<file path="src/common/mcr_defines.svh">
/*
 * Constants of the mapper clock and reset control block: register offsets,
 * field positions, reset values and timing counts.
 * Assumes it is included by bare name from files that need these values.
 */
`ifndef MCR_DEFINES_SVH
`define MCR_DEFINES_SVH

// Clock rate of pclk and the wanted management data clock, both in kHz.
`define MCR_PCLK_KHZ        125000
`define MCR_MDC_KHZ         1670
// Half period of the management clock in pclk cycles, rounded down.
`define MCR_MDC_HALF        (`MCR_PCLK_KHZ / (2 * `MCR_MDC_KHZ))

// Half periods of the reference clock divider: divide by four or by two.
`define MCR_REF_HALF_MII    8'h02
`define MCR_REF_HALF_RMII   8'h01

// Reference input rising edges per half period of the 10 Mbps MII clock.
`define MCR_MII10_EDGES     3'h5

// Register byte offsets; the global ones sit inside 0F0h to 0FFh.
`define MCR_OFF_GL_CTRL1    12'h0F0
`define MCR_OFF_GL_ID       12'h0F4
`define MCR_OFF_GL_QPTR     12'h0F8
`define MCR_OFF_GL_CLKCFG   12'h0FC
`define MCR_OFF_SER_RST     12'h100
`define MCR_OFF_SER_TX      12'h104
`define MCR_OFF_SER_STAT    12'h108

// Field positions.
`define MCR_BIT_SW_RESET    0
`define MCR_BIT_REFCLK_OFF  1
`define MCR_BIT_DCE         0
`define MCR_BIT_SPEED100    1
`define MCR_BIT_RMII_PIN    2
`define MCR_BIT_TXCLK_PIN   3
`define MCR_BIT_RXCLK_PIN   4
`define MCR_BIT_SER_RST     0

// Identification values; arbitrary neutral values.
`define MCR_ID_LOW_DEF      8'h5A
`define MCR_ID_HIGH_DEF     8'hA5

`endif

</file>
<file path="src/common/mcr_pkg.sv">
/*
 * Types of the mapper clock and reset control block.
 * Assumes the constants header is compiled alongside.
 */
package mcr_pkg;

   // Clock configuration written by software.
   typedef struct packed {
      logic speed_100;
      logic dce_mode;
   } mcr_clk_cfg_t;

   // Drive of the two MII clock pins in DCE mode.
   typedef struct packed {
      logic clk;
      logic oe_n;
   } mcr_mii_drv_t;

   // Serial receive shifter state.
   typedef struct packed {
      logic [7:0] shift;
      logic [2:0] cnt;
      logic [7:0] byte_q;
   } mcr_ser_rx_t;

   // Serial transmit shifter state.
   typedef struct packed {
      logic [7:0] shift;
      logic [2:0] cnt;
      logic       data;
   } mcr_ser_tx_t;

endpackage

</file>
<file path="src/rtl/mcr_top.sv">
/*
 * Clock distribution and reset control of the Ethernet mapper, with APB
 * access to the global and serial interface control registers.
 * Assumes pclk runs without gaps; all other clocks arrive as plain pins.
 */
// Local design decisions: the APB interface to the registers and the register offsets.
// How it works
// RULE_01: SDRAM clock is the buffered system clock.
// RULE_02: Reference clock is system clock divided down.
// RULE_03: Select pin low gives 25MHz, high 50MHz; the code divides the 125MHz pclk to 31.25MHz and 62.5MHz.
// RULE_04: Management clock near 1.67MHz from system clock.
// RULE_05: DCE MII clocks divided from reference input.
// RULE_06: In DTE the PHY drives MII clocks.
// RULE_07: RMII uses only reference clock; MII clocks idle.
// RULE_08: Off bit stops the reference clock output.
// RULE_09: Serial clocks may be gapped; data still moves.
// RULE_10: Serial line clocks run at 8.192MHz.
// RULE_11: System clock must be gapless, about 100ppm.
// RULE_12: Global reset is pin or software bit.
// RULE_13: Global reset clears all but its own bit.
// RULE_14: Bus outputs float while reset pin is low.
// RULE_15: Software reset bit sticky until zero or pin.
// RULE_16: Host waits 5ms after starting a reset.
// RULE_17: Serial reset clears serial port state only.
// RULE_18: Serial reset bit sticky; cleared by global reset.
// RULE_19: Held reset keeps the block quiet and idle.
// RULE_20: Queue pointer write pulses the pointer reset.
// RULE_21: Global registers decode in 0F0h to 0FFh.
// RULE_22: Host writes zero to unused registers.
// RULE_23: Divide by four for MII, two for RMII.
`timescale 1ns/10ps
`default_nettype none
`include "mcr_defines.svh"

module mcr_top (
   input  wire logic        pclk,
   input  wire logic        presetn,
   input  wire logic        psel,
   input  wire logic        penable,
   input  wire logic        pwrite,
   input  wire logic [11:0] paddr,
   input  wire logic [31:0] pwdata,
   output logic [31:0]      prdata,
   output logic             pready,
   output logic             pslverr,
   output logic             bus_out_oe_n,
   input  wire logic        reduced_mii_select_pin,
   input  wire logic        ref_clk_in,
   input  wire logic        mii_tx_clk_in,
   input  wire logic        mii_rx_clk_in,
   output logic             mii_tx_clk_out,
   output logic             mii_tx_clk_oe_n,
   output logic             mii_rx_clk_out,
   output logic             mii_rx_clk_oe_n,
   output logic             sdram_clock_out,
   output logic             divided_ethernet_refclk_out,
   output logic             mdc_out,
   input  wire logic        serial_tx_line_clock,
   input  wire logic        serial_rx_line_clock,
   input  wire logic        serial_rx_data,
   output logic             serial_tx_data,
   output logic             queue_ptr_reset_pulse,
   output logic             serial_iface_in_reset
);

   localparam int NSYNC = 7;

   logic [NSYNC-1:0]    pin_raw;
   logic [NSYNC-1:0]    sync1_reg;
   logic [NSYNC-1:0]    sync2_reg;
   logic                rmii_s;
   logic                ref_s;
   logic                txin_s;
   logic                rxin_s;
   logic                stxc_s;
   logic                srxc_s;
   logic                srxd_s;
   logic                glob;
   logic                setup;
   logic                wr_acc;
   logic                hit;
   logic [31:0]         rd_data;
   logic                sw_reset_reg, sw_reset_next;
   logic                refclk_off_reg, refclk_off_next;
   mcr_pkg::mcr_clk_cfg_t cfg_reg, cfg_next;
   logic                ser_rst_reg, ser_rst_next;
   logic [7:0]          ser_tx_byte_reg, ser_tx_byte_next;
   logic                qptr_pulse_reg, qptr_pulse_next;
   logic [31:0]         prdata_reg, prdata_next;
   logic                pready_reg, pready_next;
   logic                pslverr_reg, pslverr_next;
   logic                bus_oe_n_reg;
   logic [7:0]          ref_half;
   logic                refclk_div;
   logic                mdc_div;
   logic                ref_prev_reg;
   logic                ref_rise;
   logic                dce;
   logic [2:0]          mii10_cnt_reg, mii10_cnt_next;
   mcr_pkg::mcr_mii_drv_t mii_reg, mii_next;
   logic                ser_hold;
   logic                stxc_prev_reg;
   logic                srxc_prev_reg;
   logic                rx_rise;
   logic                tx_fall;
   mcr_pkg::mcr_ser_rx_t  rx_reg, rx_next;
   mcr_pkg::mcr_ser_tx_t  tx_reg, tx_next;

   // Every pin from outside except the APB bus and presetn passes two flip-flops before any logic reads it.
   assign pin_raw = {serial_rx_data, serial_rx_line_clock, serial_tx_line_clock,
                     mii_rx_clk_in, mii_tx_clk_in, ref_clk_in, reduced_mii_select_pin};
   generate
      for (genvar i = 0; i < NSYNC; i++) begin : g_sync
         always_ff @(posedge pclk or negedge presetn) begin
            if (!presetn) begin
               sync1_reg[i] <= 1'b0;
               sync2_reg[i] <= 1'b0;
            end else begin
               sync1_reg[i] <= pin_raw[i];
               sync2_reg[i] <= sync1_reg[i];
            end
         end
      end
   endgenerate
   assign {srxd_s, srxc_s, stxc_s, rxin_s, txin_s, ref_s, rmii_s} = sync2_reg;

   // The software bit joins the pin, which acts through the async reset.
   assign glob   = sw_reset_reg; // RULE_12
   assign setup  = psel && !penable;
   assign wr_acc = psel && penable && pready_reg && pwrite;

   // Address decode and read multiplexer, taken in the setup cycle.
   always_comb begin
      hit     = 1'b1;
      rd_data = 32'h0000_0000;
      unique case (paddr) // RULE_21
         `MCR_OFF_GL_CTRL1: begin
            rd_data[`MCR_BIT_SW_RESET]   = sw_reset_reg;
            rd_data[`MCR_BIT_REFCLK_OFF] = refclk_off_reg;
         end
         `MCR_OFF_GL_ID:     rd_data[15:0] = {`MCR_ID_HIGH_DEF, `MCR_ID_LOW_DEF};
         `MCR_OFF_GL_QPTR:   rd_data = 32'h0000_0000;
         `MCR_OFF_GL_CLKCFG: begin
            rd_data[`MCR_BIT_DCE]       = cfg_reg.dce_mode;
            rd_data[`MCR_BIT_SPEED100]  = cfg_reg.speed_100;
            rd_data[`MCR_BIT_RMII_PIN]  = rmii_s;
            rd_data[`MCR_BIT_TXCLK_PIN] = txin_s;
            rd_data[`MCR_BIT_RXCLK_PIN] = rxin_s;
         end
         `MCR_OFF_SER_RST:   rd_data[`MCR_BIT_SER_RST] = ser_rst_reg;
         `MCR_OFF_SER_TX:    rd_data[7:0] = ser_tx_byte_reg;
         `MCR_OFF_SER_STAT:  rd_data[10:0] = {rx_reg.cnt, rx_reg.byte_q};
         default:            hit = 1'b0;
      endcase
   end

   // Register writes and the bus answer, one access phase with no wait.
   always_comb begin
      sw_reset_next    = sw_reset_reg;
      refclk_off_next  = refclk_off_reg;
      cfg_next         = cfg_reg;
      ser_rst_next     = ser_rst_reg;
      ser_tx_byte_next = ser_tx_byte_reg;
      if (wr_acc && paddr == `MCR_OFF_GL_CTRL1) begin
         sw_reset_next = pwdata[`MCR_BIT_SW_RESET]; // RULE_15
      end
      if (glob) begin
         refclk_off_next  = 1'b0; // RULE_13
         cfg_next         = '0;
         ser_rst_next     = 1'b0; // RULE_18
         ser_tx_byte_next = 8'h00;
      end else if (wr_acc) begin
         if (paddr == `MCR_OFF_GL_CTRL1) begin
            refclk_off_next = pwdata[`MCR_BIT_REFCLK_OFF];
         end
         if (paddr == `MCR_OFF_GL_CLKCFG) begin
            cfg_next.dce_mode  = pwdata[`MCR_BIT_DCE];
            cfg_next.speed_100 = pwdata[`MCR_BIT_SPEED100];
         end
         if (paddr == `MCR_OFF_SER_RST) begin
            ser_rst_next = pwdata[`MCR_BIT_SER_RST]; // RULE_18
         end
         if (paddr == `MCR_OFF_SER_TX) begin
            ser_tx_byte_next = pwdata[7:0];
         end
      end
      qptr_pulse_next = !glob && wr_acc && paddr == `MCR_OFF_GL_QPTR; // RULE_20
      prdata_next     = (setup && !pwrite) ? rd_data : 32'h0000_0000;
      pready_next     = setup;
      pslverr_next    = setup && !hit;
   end

   // Only the pin clears the software reset bit asynchronously.
   always_ff @(posedge pclk or negedge presetn) begin
      if (!presetn) begin
         sw_reset_reg    <= 1'b0; // RULE_15
         refclk_off_reg  <= 1'b0;
         cfg_reg         <= '0;
         ser_rst_reg     <= 1'b0;
         ser_tx_byte_reg <= 8'h00;
         qptr_pulse_reg  <= 1'b0;
         prdata_reg      <= 32'h0000_0000;
         pready_reg      <= 1'b0;
         pslverr_reg     <= 1'b0;
         bus_oe_n_reg    <= 1'b1; // RULE_14
      end else begin
         sw_reset_reg    <= sw_reset_next;
         refclk_off_reg  <= refclk_off_next;
         cfg_reg         <= cfg_next;
         ser_rst_reg     <= ser_rst_next;
         ser_tx_byte_reg <= ser_tx_byte_next;
         qptr_pulse_reg  <= qptr_pulse_next;
         prdata_reg      <= prdata_next;
         pready_reg      <= pready_next;
         pslverr_reg     <= pslverr_next;
         bus_oe_n_reg    <= 1'b0;
      end
   end

   // The reference clock divides by four for MII and by two for RMII.
   assign ref_half = rmii_s ? `MCR_REF_HALF_RMII : `MCR_REF_HALF_MII; // RULE_23

   mcr_clkdiv #(.W(8)) u_refclk_div (
      .pclk       (pclk),
      .presetn    (presetn),
      .hold       (glob || refclk_off_reg), // RULE_08
      .half_count (ref_half), // RULE_02
      .clk_out    (refclk_div)
   );

   mcr_clkdiv #(.W(8)) u_mdc_div (
      .pclk       (pclk),
      .presetn    (presetn),
      .hold       (glob), // RULE_19
      .half_count (8'(`MCR_MDC_HALF)), // RULE_04
      .clk_out    (mdc_div)
   );

   // The MII clocks are driven only in MII DCE mode; DTE leaves the pins to the PHY.
   assign ref_rise = ref_s && !ref_prev_reg;
   assign dce      = cfg_reg.dce_mode && !rmii_s && !glob; // RULE_07
   always_comb begin
      mii_next       = mii_reg;
      mii10_cnt_next = mii10_cnt_reg;
      if (!dce) begin
         mii_next.clk   = 1'b0; // RULE_06
         mii_next.oe_n  = 1'b1;
         mii10_cnt_next = 3'h0;
      end else if (cfg_reg.speed_100) begin
         mii_next.clk  = ref_s; // RULE_05
         mii_next.oe_n = 1'b0;
      end else begin
         mii_next.oe_n = 1'b0;
         if (ref_rise) begin
            if (mii10_cnt_reg == `MCR_MII10_EDGES - 3'h1) begin
               mii10_cnt_next = 3'h0;
               mii_next.clk   = ~mii_reg.clk; // RULE_05
            end else begin
               mii10_cnt_next = mii10_cnt_reg + 3'h1;
            end
         end
      end
   end

   // Registers the MII clock drive and the reference edge detector.
   always_ff @(posedge pclk or negedge presetn) begin
      if (!presetn) begin
         mii_reg       <= '{clk: 1'b0, oe_n: 1'b1};
         mii10_cnt_reg <= 3'h0;
         ref_prev_reg  <= 1'b0;
      end else begin
         mii_reg       <= mii_next;
         mii10_cnt_reg <= mii10_cnt_next;
         ref_prev_reg  <= ref_s;
      end
   end

   // Serial shifters move one bit per line clock edge, so gaps only pause them.
   assign ser_hold = glob || ser_rst_reg; // RULE_17
   assign rx_rise  = srxc_s && !srxc_prev_reg;
   assign tx_fall  = !stxc_s && stxc_prev_reg;
   always_comb begin
      rx_next = rx_reg;
      tx_next = tx_reg;
      if (ser_hold) begin
         rx_next = '0; // RULE_17
         tx_next = '{shift: 8'h00, cnt: 3'h0, data: 1'b1};
      end else begin
         if (rx_rise) begin
            rx_next.shift = {rx_reg.shift[6:0], srxd_s}; // RULE_09
            rx_next.cnt   = rx_reg.cnt + 3'h1;
            if (rx_reg.cnt == 3'h7) begin
               rx_next.byte_q = {rx_reg.shift[6:0], srxd_s};
            end
         end
         if (tx_fall) begin
            if (tx_reg.cnt == 3'h0) begin
               tx_next.data  = ser_tx_byte_reg[7]; // RULE_09
               tx_next.shift = {ser_tx_byte_reg[6:0], 1'b0};
            end else begin
               tx_next.data  = tx_reg.shift[7];
               tx_next.shift = {tx_reg.shift[6:0], 1'b0};
            end
            tx_next.cnt = tx_reg.cnt + 3'h1;
         end
      end
   end

   // Registers the serial shifters and the line clock edge detectors.
   always_ff @(posedge pclk or negedge presetn) begin
      if (!presetn) begin
         rx_reg        <= '0;
         tx_reg        <= '{shift: 8'h00, cnt: 3'h0, data: 1'b1};
         stxc_prev_reg <= 1'b0;
         srxc_prev_reg <= 1'b0;
      end else begin
         rx_reg        <= rx_next;
         tx_reg        <= tx_next;
         stxc_prev_reg <= stxc_s;
         srxc_prev_reg <= srxc_s;
      end
   end

   // Outputs; the SDRAM clock is forwarded as it cannot pass through a flop.
   assign sdram_clock_out             = pclk; // RULE_01
   assign divided_ethernet_refclk_out = refclk_div; // RULE_03
   assign mdc_out                     = mdc_div;
   assign mii_tx_clk_out              = mii_reg.clk;
   assign mii_rx_clk_out              = mii_reg.clk;
   assign mii_tx_clk_oe_n             = mii_reg.oe_n;
   assign mii_rx_clk_oe_n             = mii_reg.oe_n;
   assign serial_tx_data              = tx_reg.data;
   assign serial_iface_in_reset       = ser_rst_reg;
   assign queue_ptr_reset_pulse       = qptr_pulse_reg;
   assign prdata                      = prdata_reg;
   assign pready                      = pready_reg;
   assign pslverr                     = pslverr_reg;
   assign bus_out_oe_n                = bus_oe_n_reg;

   // Helper state that measures management clock half periods.
   logic       mdc_prev_a;
   logic       mdc_seen_a;
   logic [7:0] mdc_age_a;
   always_ff @(posedge pclk or negedge presetn) begin
      if (!presetn) begin
         mdc_prev_a <= 1'b0;
         mdc_seen_a <= 1'b0;
         mdc_age_a  <= 8'h00;
      end else begin
         mdc_prev_a <= mdc_out;
         mdc_seen_a <= !glob && (mdc_seen_a || mdc_out != mdc_prev_a);
         mdc_age_a  <= (glob || mdc_out != mdc_prev_a) ? 8'h00 : mdc_age_a + 8'h01;
      end
   end
endmodule

`default_nettype wire

</file>
<file path="src/rtl/mcr_clkdiv.sv">
/*
 * Clock divider on pclk: the output toggles every half_count cycles.
 * Assumes hold comes from logic on pclk; hold parks the output low.
 */
`timescale 1ns/10ps
`default_nettype none

module mcr_clkdiv #(
   parameter int W = 8
) (
   input  wire logic         pclk,
   input  wire logic         presetn,
   input  wire logic         hold,
   input  wire logic [W-1:0] half_count,
   output logic             clk_out
);

   logic [W-1:0] cnt_reg;
   logic [W-1:0] cnt_next;
   logic         clk_reg;
   logic         clk_next;

   // Counts up to the half period; a shorter half period takes effect at once.
   always_comb begin
      cnt_next = cnt_reg + W'(1);
      clk_next = clk_reg;
      if (hold) begin
         cnt_next = '0;
         clk_next = 1'b0;
      end else if (cnt_reg >= half_count - W'(1)) begin
         cnt_next = '0;
         clk_next = ~clk_reg;
      end
   end

   // Registers the counter and the output.
   always_ff @(posedge pclk or negedge presetn) begin
      if (!presetn) begin
         cnt_reg <= '0;
         clk_reg <= 1'b0;
      end else begin
         cnt_reg <= cnt_next;
         clk_reg <= clk_next;
      end
   end

   assign clk_out = clk_reg;

endmodule

`default_nettype wire

</file>
<file path="config.mk">
export PLATFORM = sky130hd
export DESIGN_NAME = mcr_top
export DESIGN_NICKNAME = d
export VERILOG_FILES = /design/src/common/mcr_pkg.sv /design/src/rtl/mcr_top.sv /design/src/rtl/mcr_clkdiv.sv
export VERILOG_INCLUDE_DIRS = /design/src /design/src/common
export SDC_FILE = /design/constraint.sdc
export NUM_CORES = 1
export LEC_CHECK = 0
export BUFFER_PORTS_ARGS = -buffer_cell sky130_fd_sc_hd__buf_2
export CAP_MARGIN = 5
export CORE_MARGIN = 2
export CORE_UTILIZATION = 45
export DETAILED_ROUTE_END_ITERATION = 8
export PLACE_DENSITY_LB_ADDON = 0.08
export SYNTH_ARGS = -nofsm -noshare
export SYNTH_HDL_FRONTEND = slang
export SYNTH_SLANG_ARGS = --single-unit
</file>
<file path="constraint.sdc">
create_clock -name pclk -period 5 [get_ports pclk]
set_input_delay 0.75 -clock pclk [delete_from_list [all_inputs] [get_ports pclk]]
set_output_delay 0.75 -clock pclk [all_outputs]
set_load 0.02 [all_outputs]
</file>
==> results of run 1 <==
final timing paths:
check	from	to	slack, ns	cells after the start
max reg2reg	tx_reg[1]	serial_tx_data	2.94	6
min reg2reg	sync1_reg[2]	txin_s	0.35	0
max	pclk	sdram_clock_out	1.38	3
max in group asynchronous	presetn	bus_out_oe_n	3.65	2
min in group asynchronous	presetn	tx_reg[11]	0.36	1
min	sync1_reg[2]	txin_s	0.35	0
cell families after synthesis:
family,Yosys count,synth area share [%]
AOI/OAI and AO/OA,85,11.6
buffers and inverters,55,6.86
muxes,11,2.57
other,1,0.0847
and+or+nand+nor,159,19.0
DFF,98,55.5
xor gates and xnor gates,8,1.58
adders and majority gates,10,2.82
cells in the final DEF (no fill, tap or decap), types with 3 or more instances in the layout:
cell type	Yosys	routed
dfrtp_1	95	95
buf_2	3	56
nand2_1	45	45
a21oi_1	39	39
nor2_1	30	30
conb_1	1	27
nand3_1	24	24
o21ai_0	16	16
clkbuf_8	0	14
inv_1	11	11
ha_1	10	10
nor3_1	9	9
a211oi_1	9	9
nand4_1	8	8
mux2i_1	8	8
and3_1	7	7
nor2b_1	7	7
nand2b_1	6	6
xnor2_1	5	5
o31ai_1	3	3
xor2_1	3	3
nor4_1	3	3
and4_1	3	3
a22oi_1	3	3
dfstp_2	3	3
buf_4	23	3
per-layer routing:
layer / wire length (um) / part of all wire, % / vias up / GRT usage [%]
met4: 161 / 1.7 / 0 / 8.60
met3: 468 / 5.1 / 14 / 3.29
met2: 4080 / 44 / 108 / 27.6
met5: 0 / 0 / - / 0
met1: 4510 / 49 / 1510 / 27.2
li1: - / - / 1552 / -
power by group:
part / internal, mW / leakage, nW / switching [mW] / total, mW
Sequential: 0.887 / 1.26 / 0.0695 / 0.956
Combinational: 0.113 / 0.897 / 0.157 / 0.270
Clock: 0.366 / 0.134 / 0.292 / 0.658
Total: 1.37 / 2.29 / 0.519 / 1.88
layout make-up:
type / count / area [sq um] / share of cell area (%)
Clock buffer: 16 / 201 / 4.02
Tap cell: 133 / 166 / 3.33
Sequential cell: 98 / 2460 / 49.1
Multi-Input combinational cell: 300 / 1770 / 35.3
Inverter: 11 / 41.3 / 0.825
Clock inverter: 4 / 75.1 / 1.50
Timing Repair Buffer: 58 / 298 / 5.95
worst register-to-register path, cell delays in order (launching register included):
cell     delay (ns)
dfrtp_1        0.41
inv_1          0.07
ha_1           0.13
nor2b_1        0.70
mux2i_1        0.36
nor2_1         0.06
a211o_1        0.26
metrics by stage:
| stage | cells | total power, mW | instance area [sq um] | util (%) |
|---|---|---|---|---|
| 2_1_floorplan | 453 | 1.18 | 4530 | - |
| 3_3_place_gp | 601 | 1.25 | 4730 | 48.9 |
| 3_5_place_dp | 601 | 1.26 | 4730 | 48.9 |
| 4_1_cts | 620 | 1.91 | 5000 | 51.7 |
| 5_1_grt | 620 | 1.99 | 5000 | 51.7 |
| 6_report | 620 | 1.88 | 5000 | 51.7 |
==> flow_metrics.env, run 1 <==
export IMPL_outcome="completed"
export IMPL_core_sq_um=9680
export IMPL_dpl_worst_slack_ns=1.61
export IMPL_ys_ff_latch=98
export IMPL_power_density_nw_per_um2=376
export IMPL_path_class="clock port to output pin"
export IMPL_drtAntennaViolNets=0
export IMPL_viasPerCell=5.14
export IMPL_tns_ns=0
export IMPL_synth_commonest_cells="dfrtp_1, nand2_1, a21oi_1, nor2_1, nand3_1"
export IMPL_dieWidth_um=103
export IMPL_grt_ovfl_total=0
export IMPL_cts_tree="yes"
export IMPL_slew_headroom_pct=27.9
export IMPL_cts_clk_slew_worst_paths_ns=0.09
export IMPL_crit_top_cell="clkbuf_8"
export IMPL_layout_setup_ws_ns=1.38
export IMPL_final_nets=548
export IMPL_cpPeakStageDelay_ns=0.15
export IMPL_path_delay_family="buffers and inverters"
export IMPL_postSynthCellCount=427
export IMPL_std_cell_rows=36
export IMPL_wl_um=9220
export IMPL_drc=0
export IMPL_crit_required_ns=4.25
export IMPL_antenna_found_initial=0
export IMPL_cts_resized_gates=0
export IMPL_rsz0062_at_grt="false"
export IMPL_arrival_ns=2.87
export IMPL_cts_setup_buffers=0
export IMPL_initialDrtViolationCount=157
export IMPL_start_util_pct=45.7
export IMPL_drt_pass1_iter_count=4
export IMPL_io_buffers=57
export IMPL_holdCritPathClass="flip-flop to flip-flop"
export IMPL_fill_cells=917
export IMPL_cts_hold_fix_buffers=0
export IMPL_first_global_vias=3056
export IMPL_p_leak_nw=2.29
export IMPL_syn_area_sq_um=4430
export IMPL_setup_viol=0
export IMPL_pin_count=101
export IMPL_maxCapViolations=0
export IMPL_synth_area_leaders="dfrtp_1, a21oi_1, buf_4"
export IMPL_grt_usage_pct=18.7
export IMPL_area_delta_synth_final_pct=13.0
export IMPL_finalHoldViolCount=0
export IMPL_ir_worst_vdd_v=0.000188
export IMPL_chipHeight_um=103
export IMPL_ys_types=57
export IMPL_synth_avg_cell_area_sq_um=10.4
export IMPL_die_area_sq_um=10700
export IMPL_path_cells="clkbuf_8 > clkbuf_8 > buf_2"
export IMPL_largest_reg_flops=18
export IMPL_diodes=0
export IMPL_grt_max_degree=69
export IMPL_grt_first_pass_wirelength_um=15100
export IMPL_ys_warn_count=0
export IMPL_hpwlAfterDp_um=6350
export IMPL_cp_slowest_cell="buf_2"
export IMPL_cp_start_kind="clock port"
export IMPL_synth_edf_count=0
export IMPL_end_kind="output pin"
export IMPL_crit_buf_inv=3
export IMPL_synth_ff_type="dfrtp_1"
export IMPL_insertion_delay_ns=0.47
export IMPL_synth_most_common_cell="dfrtp_1"
export IMPL_vias=3184
export IMPL_wl_per_cell_um=14.9
export IMPL_drive_gt1_share_pct=18.5
export IMPL_synth_seq_area_share_pct=55.5
export IMPL_gp_congestion=0.825
export IMPL_maxSlewViolCount=0
export IMPL_whs_ns=0.353
export IMPL_worstPathMaxFanout=2
export IMPL_synth_top_area_share_pct=53.7
export IMPL_synthArstFlopShare_pct=100
export IMPL_post_synth_top_area_cell="dfrtp_1"
export IMPL_skew_ns=0.00824
export IMPL_worstMarginPinSlew_ns=1.08
Note: power is estimated with default switching activity, not from simulation.
==> run 2, diff against run 1 <==
==> constraint.sdc (replaced) <==
create_clock -name pclk -period 3 [get_ports pclk]
set_input_delay 0.45 -clock pclk [delete_from_list [all_inputs] [get_ports pclk]]
set_output_delay 0.45 -clock pclk [all_outputs]
set_load 0.02 [all_outputs]
==> run 2 against run 1 <==
Net effect: largest cell class unchanged; register-to-register slack lost 1.6 ns; non-clock buffer count up 7; routed wire length is 0.52% lower; sequential share of layout area shrank 0.29 points; worst hold slack worse by 0.32 ns; first-iteration DRC count increased by 13%; global-route usage down 0.25 points; final cell count is 1.1% higher; sequential power up 66%.
==> flow_metrics.env, run 2 (synthesized netlist as in run 1, its figures left out) <==
export IMPL_initialDrtViolationCount=178
export IMPL_multi_input_area_sq_um=1770
export IMPL_maxCapViolations=0
export IMPL_largest_reg_flops=18
export IMPL_tns_ns=0
export IMPL_start_util_pct=45.7
export IMPL_insertion_delay_ns=0.47
export IMPL_area_delta_synth_final_pct=13.7
export IMPL_drt_pass1_iter_count=4
export IMPL_first_global_vias=2998
export IMPL_cts_resized_gates=0
export IMPL_antenna_found_initial=0
export IMPL_holdCritPathClass="primary input to async pin"
export IMPL_crit_required_ns=2.55
export IMPL_slew_headroom_pct=50.5
export IMPL_cts_setup_buffers=0
export IMPL_cts_tree="yes"
export IMPL_regArea_sq_um=2460
export IMPL_chipHeight_um=103
export IMPL_grt_usage_pct=18.5
export IMPL_power_density_nw_per_um2=610
export IMPL_core_sq_um=9680
export IMPL_final_common_cell="dfrtp_1"
export IMPL_hpwlAfterDp_um=6410
export IMPL_path_class="clock port to output pin"
export IMPL_std_cell_rows=36
export IMPL_finalHoldViolCount=0
export IMPL_grt_ovfl_total=0
export IMPL_wl_um=9170
export IMPL_drtAntennaViolNets=0
export IMPL_worstPathMaxFanout=2
export IMPL_ir_worst_vdd_v=0.000384
export IMPL_maxSlewViolCount=0
export IMPL_skew_ns=0.0130
export IMPL_gp_congestion=0.837
export IMPL_layout_common_cells="dfrtp_1, buf_2, nand2_1, a21oi_1, nor2_1"
export IMPL_setup_viol=0
export IMPL_dieWidth_um=103
export IMPL_arrival_ns=1.87
export IMPL_outcome="completed"
export IMPL_drive_gt1_share_pct=19.8
export IMPL_cp_start_kind="clock port"
export IMPL_p_leak_nw=2.31
export IMPL_vias=3211
export IMPL_pin_count=101
export IMPL_cts_hold_fix_buffers=0
export IMPL_fill_cells=930
export IMPL_rsz0062_at_grt="false"
export IMPL_end_kind="output pin"
export IMPL_final_nets=555
export IMPL_die_area_sq_um=10700
export IMPL_drc=0
export IMPL_viasPerCell=5.12
export IMPL_io_buffers=57
export IMPL_wl_per_cell_um=14.6
export IMPL_p_total_mw=3.07
export IMPL_diodes=0
export IMPL_grt_max_degree=58
export IMPL_worstMarginPinSlew_ns=0.742
export IMPL_grt_first_pass_wirelength_um=15000
export IMPL_cts_clk_slew_worst_paths_ns=0.10
run 2: where the power goes:
part           total, mW  internal [mW]  switching, mW  leakage, nW
Combinational      0.450          0.195          0.255        0.933
Sequential          1.59           1.48          0.117         1.26
Clock               1.03          0.494          0.534        0.121
Total               3.07           2.17          0.906         2.31
run 2: worst max-delay path: stages:
cell      delay, ns
clkbuf_8       0.11
clkbuf_8       0.12
buf_2          0.15
run 2: cell type report:
type / count / share of cell area [%]
inverters: 11 / 0.820
clock buffers: 13 / 3.38
repair buffers: 65 / 6.96
well taps: 133 / 3.31
clock inverters: 7 / 1.67
multi-input cells: 300 / 35.1
flip-flops and latches: 98 / 48.8
run 2: metal layers:
layer	vias up	share of wire (%)	GRT usage, %	routed length (um)
li1	1571	-	-	-
met1	1503	49	26.8	4450
met4	0	2.4	9.11	221
met3	20	6.0	3.36	551
met5	-	0	0	0
met2	117	43	26.9	3940
run 2: path summary, 6_finish.rpt:
path                       cells past startpoint              end         start  slack, ns
hold / removal                                 1       prdata[10]       presetn       0.03
hold reg to reg                                0           rmii_s  sync1_reg[0]       0.35
max in group asynchronous                      2  mii_rx_clk_oe_n       presetn       2.17
min in group pclk                              1     sync1_reg[1]    ref_clk_in       0.08
setup reg to reg                               2        rx_reg[8]          glob       1.30
setup / recovery                               3  sdram_clock_out          pclk       0.68
run 2: metrics by stage:
| stage | instances | utilization [%] | cell area (sq um) | setup slack (ns) | hold slack, ns |
|---|---|---|---|---|---|
| final | 627 | 52.0 | 5030 | 0.679 | 0.0304 |
| after global routing | 627 | 52.0 | 5030 | 0.670 | 0.0578 |
| after CTS | 627 | 52.0 | 5030 | 0.675 | 0.0540 |
| after detailed placement | 608 | 49.4 | 4790 | 0.655 | 0.335 |
| after global placement | 608 | 49.4 | 4790 | 0.651 | 0.331 |
| after floorplan | 453 | - | 4530 | 0.916 | 0.154 |
==> run 3, diff against run 2 <==
==> constraint.sdc (replaced) <==
create_clock -name pclk -period 2.3 [get_ports pclk]
set_input_delay 0.345 -clock pclk [delete_from_list [all_inputs] [get_ports pclk]]
set_output_delay 0.345 -clock pclk [all_outputs]
set_load 0.02 [all_outputs]
==> run 3 against run 2 <==
Net effect: sequential power rose by 31%; die area did not move; final area rose by 3.1%; power rose by 29%; global-route usage rose by 0.60 points; setup slack got worse by 0.25 ns; critical path depth did not move; worst hold slack improved by 0.054 ns; core utilization rose by 1.6 points; sequential cell count did not move; critical path type unchanged; sequential share of layout area fell by 1.5 points; non-clock buffer count rose by 15; largest cell class unchanged.
==> flow_metrics.env, run 3 (synthesized netlist as in run 1, its figures left out) <==
export IMPL_std_cell_rows=36
export IMPL_path_delay_family="buffers and inverters"
export IMPL_largest_reg_flops=18
export IMPL_outcome="completed"
export IMPL_path_cells="clkbuf_8 > clkbuf_8 > buf_2"
export IMPL_p_leak_nw=2.40
export IMPL_vias=3277
export IMPL_initialDrtViolationCount=110
export IMPL_worstMarginPinSlew_ns=0.608
export IMPL_arrival_ns=1.53
export IMPL_layout_setup_ws_ns=0.429
export IMPL_crit_buf_inv=3
export IMPL_drc=0
export IMPL_power_density_nw_per_um2=765
export IMPL_diodes=0
export IMPL_dpl_worst_slack_ns=0.193
export IMPL_worstSetupStartpoint="pclk"
export IMPL_slew_headroom_pct=59.5
export IMPL_gp_congestion=0.863
export IMPL_cts_setup_buffers=0
export IMPL_worstPathMaxFanout=2
export IMPL_core_sq_um=9680
export IMPL_path_class="clock port to output pin"
export IMPL_whs_ns=0.0848
export IMPL_first_global_vias=3025
export IMPL_maxSlewViolCount=0
export IMPL_drt_pass1_iter_count=4
export IMPL_layout_common_cells="dfrtp_1, buf_2, nand2_1, a21oi_1, nor2_1"
export IMPL_cp_start_kind="clock port"
export IMPL_reg2reg_from="rmii_s"
export IMPL_tns_ns=0
export IMPL_grt_first_pass_wirelength_um=15200
export IMPL_dp_cells=615
export IMPL_final_common_cell="dfrtp_1"
export IMPL_crit_required_ns=1.96
export IMPL_die_area_sq_um=10700
export IMPL_drtAntennaViolNets=0
export IMPL_hpwlAfterDp_um=6660
export IMPL_pin_count=101
export IMPL_maxCapViolations=0
export IMPL_cts_tree="yes"
export IMPL_cts_hold_fix_buffers=8
export IMPL_regToRegSetupSlack_ns=0.77
export IMPL_end_kind="output pin"
export IMPL_holdCritPathClass="primary input to flip-flop"
export IMPL_insertion_delay_ns=0.49
export IMPL_cts_resized_gates=0
export IMPL_wl_um=9290
export IMPL_grt_ovfl_total=0
export IMPL_finalHoldViolCount=0
export IMPL_grt_max_degree=47
export IMPL_chipHeight_um=103
export IMPL_cpPeakStageDelay_ns=0.15
export IMPL_setup_viol=0
export IMPL_grt_usage_pct=19.1
export IMPL_dieWidth_um=103
export IMPL_antenna_found_initial=0
export IMPL_cts_clk_slew_worst_paths_ns=0.09
export IMPL_io_buffers=57
export IMPL_cp_slowest_cell="buf_2"
export IMPL_viasPerCell=5.10
export IMPL_drive_gt1_share_pct=20.6
export IMPL_ir_worst_vdd_v=0.000746
export IMPL_skew_ns=0.0183
export IMPL_p_total_mw=3.97
export IMPL_area_delta_synth_final_pct=17.2
export IMPL_wl_per_cell_um=14.5
export IMPL_crit_top_cell="clkbuf_8"
export IMPL_rsz0062_at_grt="false"
export IMPL_final_nets=570
export IMPL_finalNonFillerCells=642
export IMPL_start_util_pct=45.7
export IMPL_min_delay_start="penable"
==> run 3: changes by cell type in the layout (fill, tap and decap cells not counted), moves of 2 or more <==
| cell | before | now |
|---|---|---|
| buf_12 | 0 | 2 |
| clkinv_8 | 0 | 2 |
| buf_4 | 10 | 15 |
| dlygate4sd3_1 | 0 | 8 |
| clkinv_4 | 0 | 2 |
| clkinvlp_4 | 3 | 0 |
==> run 3: worst paths after layout <==
check	endpoint	cells past startpoint
min reg2reg	txin_s	0
max	sdram_clock_out	3
max in group asynchronous	mii_rx_clk_oe_n	3
min	pready	2
min in group asynchronous	tx_reg[10]	2
max reg2reg	u_refclk_div.clk_out	5
==> run 3: layer usage <==
metal	track usage [%]	part of all wire, %
met3	5.38	5.2
met1	26.4	49
met5	0	0
met4	9.51	2.1
met2	27.6	44
==> run 3: stage by stage <==
step / instance area, sq um / utilization, %
global route: 5190 / 53.6
finish: 5190 / 53.6
detailed placement: 4860 / 50.2
floorplan: 4530 / -
global placement: 4860 / 50.2
CTS: 5190 / 53.6
==> run 3: layout make-up <==
type / count / area, sq um
clock buffer: 13 / 170
clock inverter: 7 / 81.3
fill: 896 / 4490
inverter: 11 / 41.3
multi-input combinational: 300 / 1770
sequential: 98 / 2460
tap: 133 / 166
timing repair buffer: 80 / 508
==> run 3: worst reg2reg max path: stages, from the launching register on <==
cell	delay [ns]
dfrtp_1	0.41
inv_1	0.06
ha_1	0.29
nor3_1	0.18
nand3_1	0.18
mux2_2	0.31
==> run 3: report_power, final <==
part	total (mW)	internal (mW)	switching, mW
combinational	0.608	0.272	0.336
clock	1.28	0.556	0.728
sequential	2.08	1.93	0.151
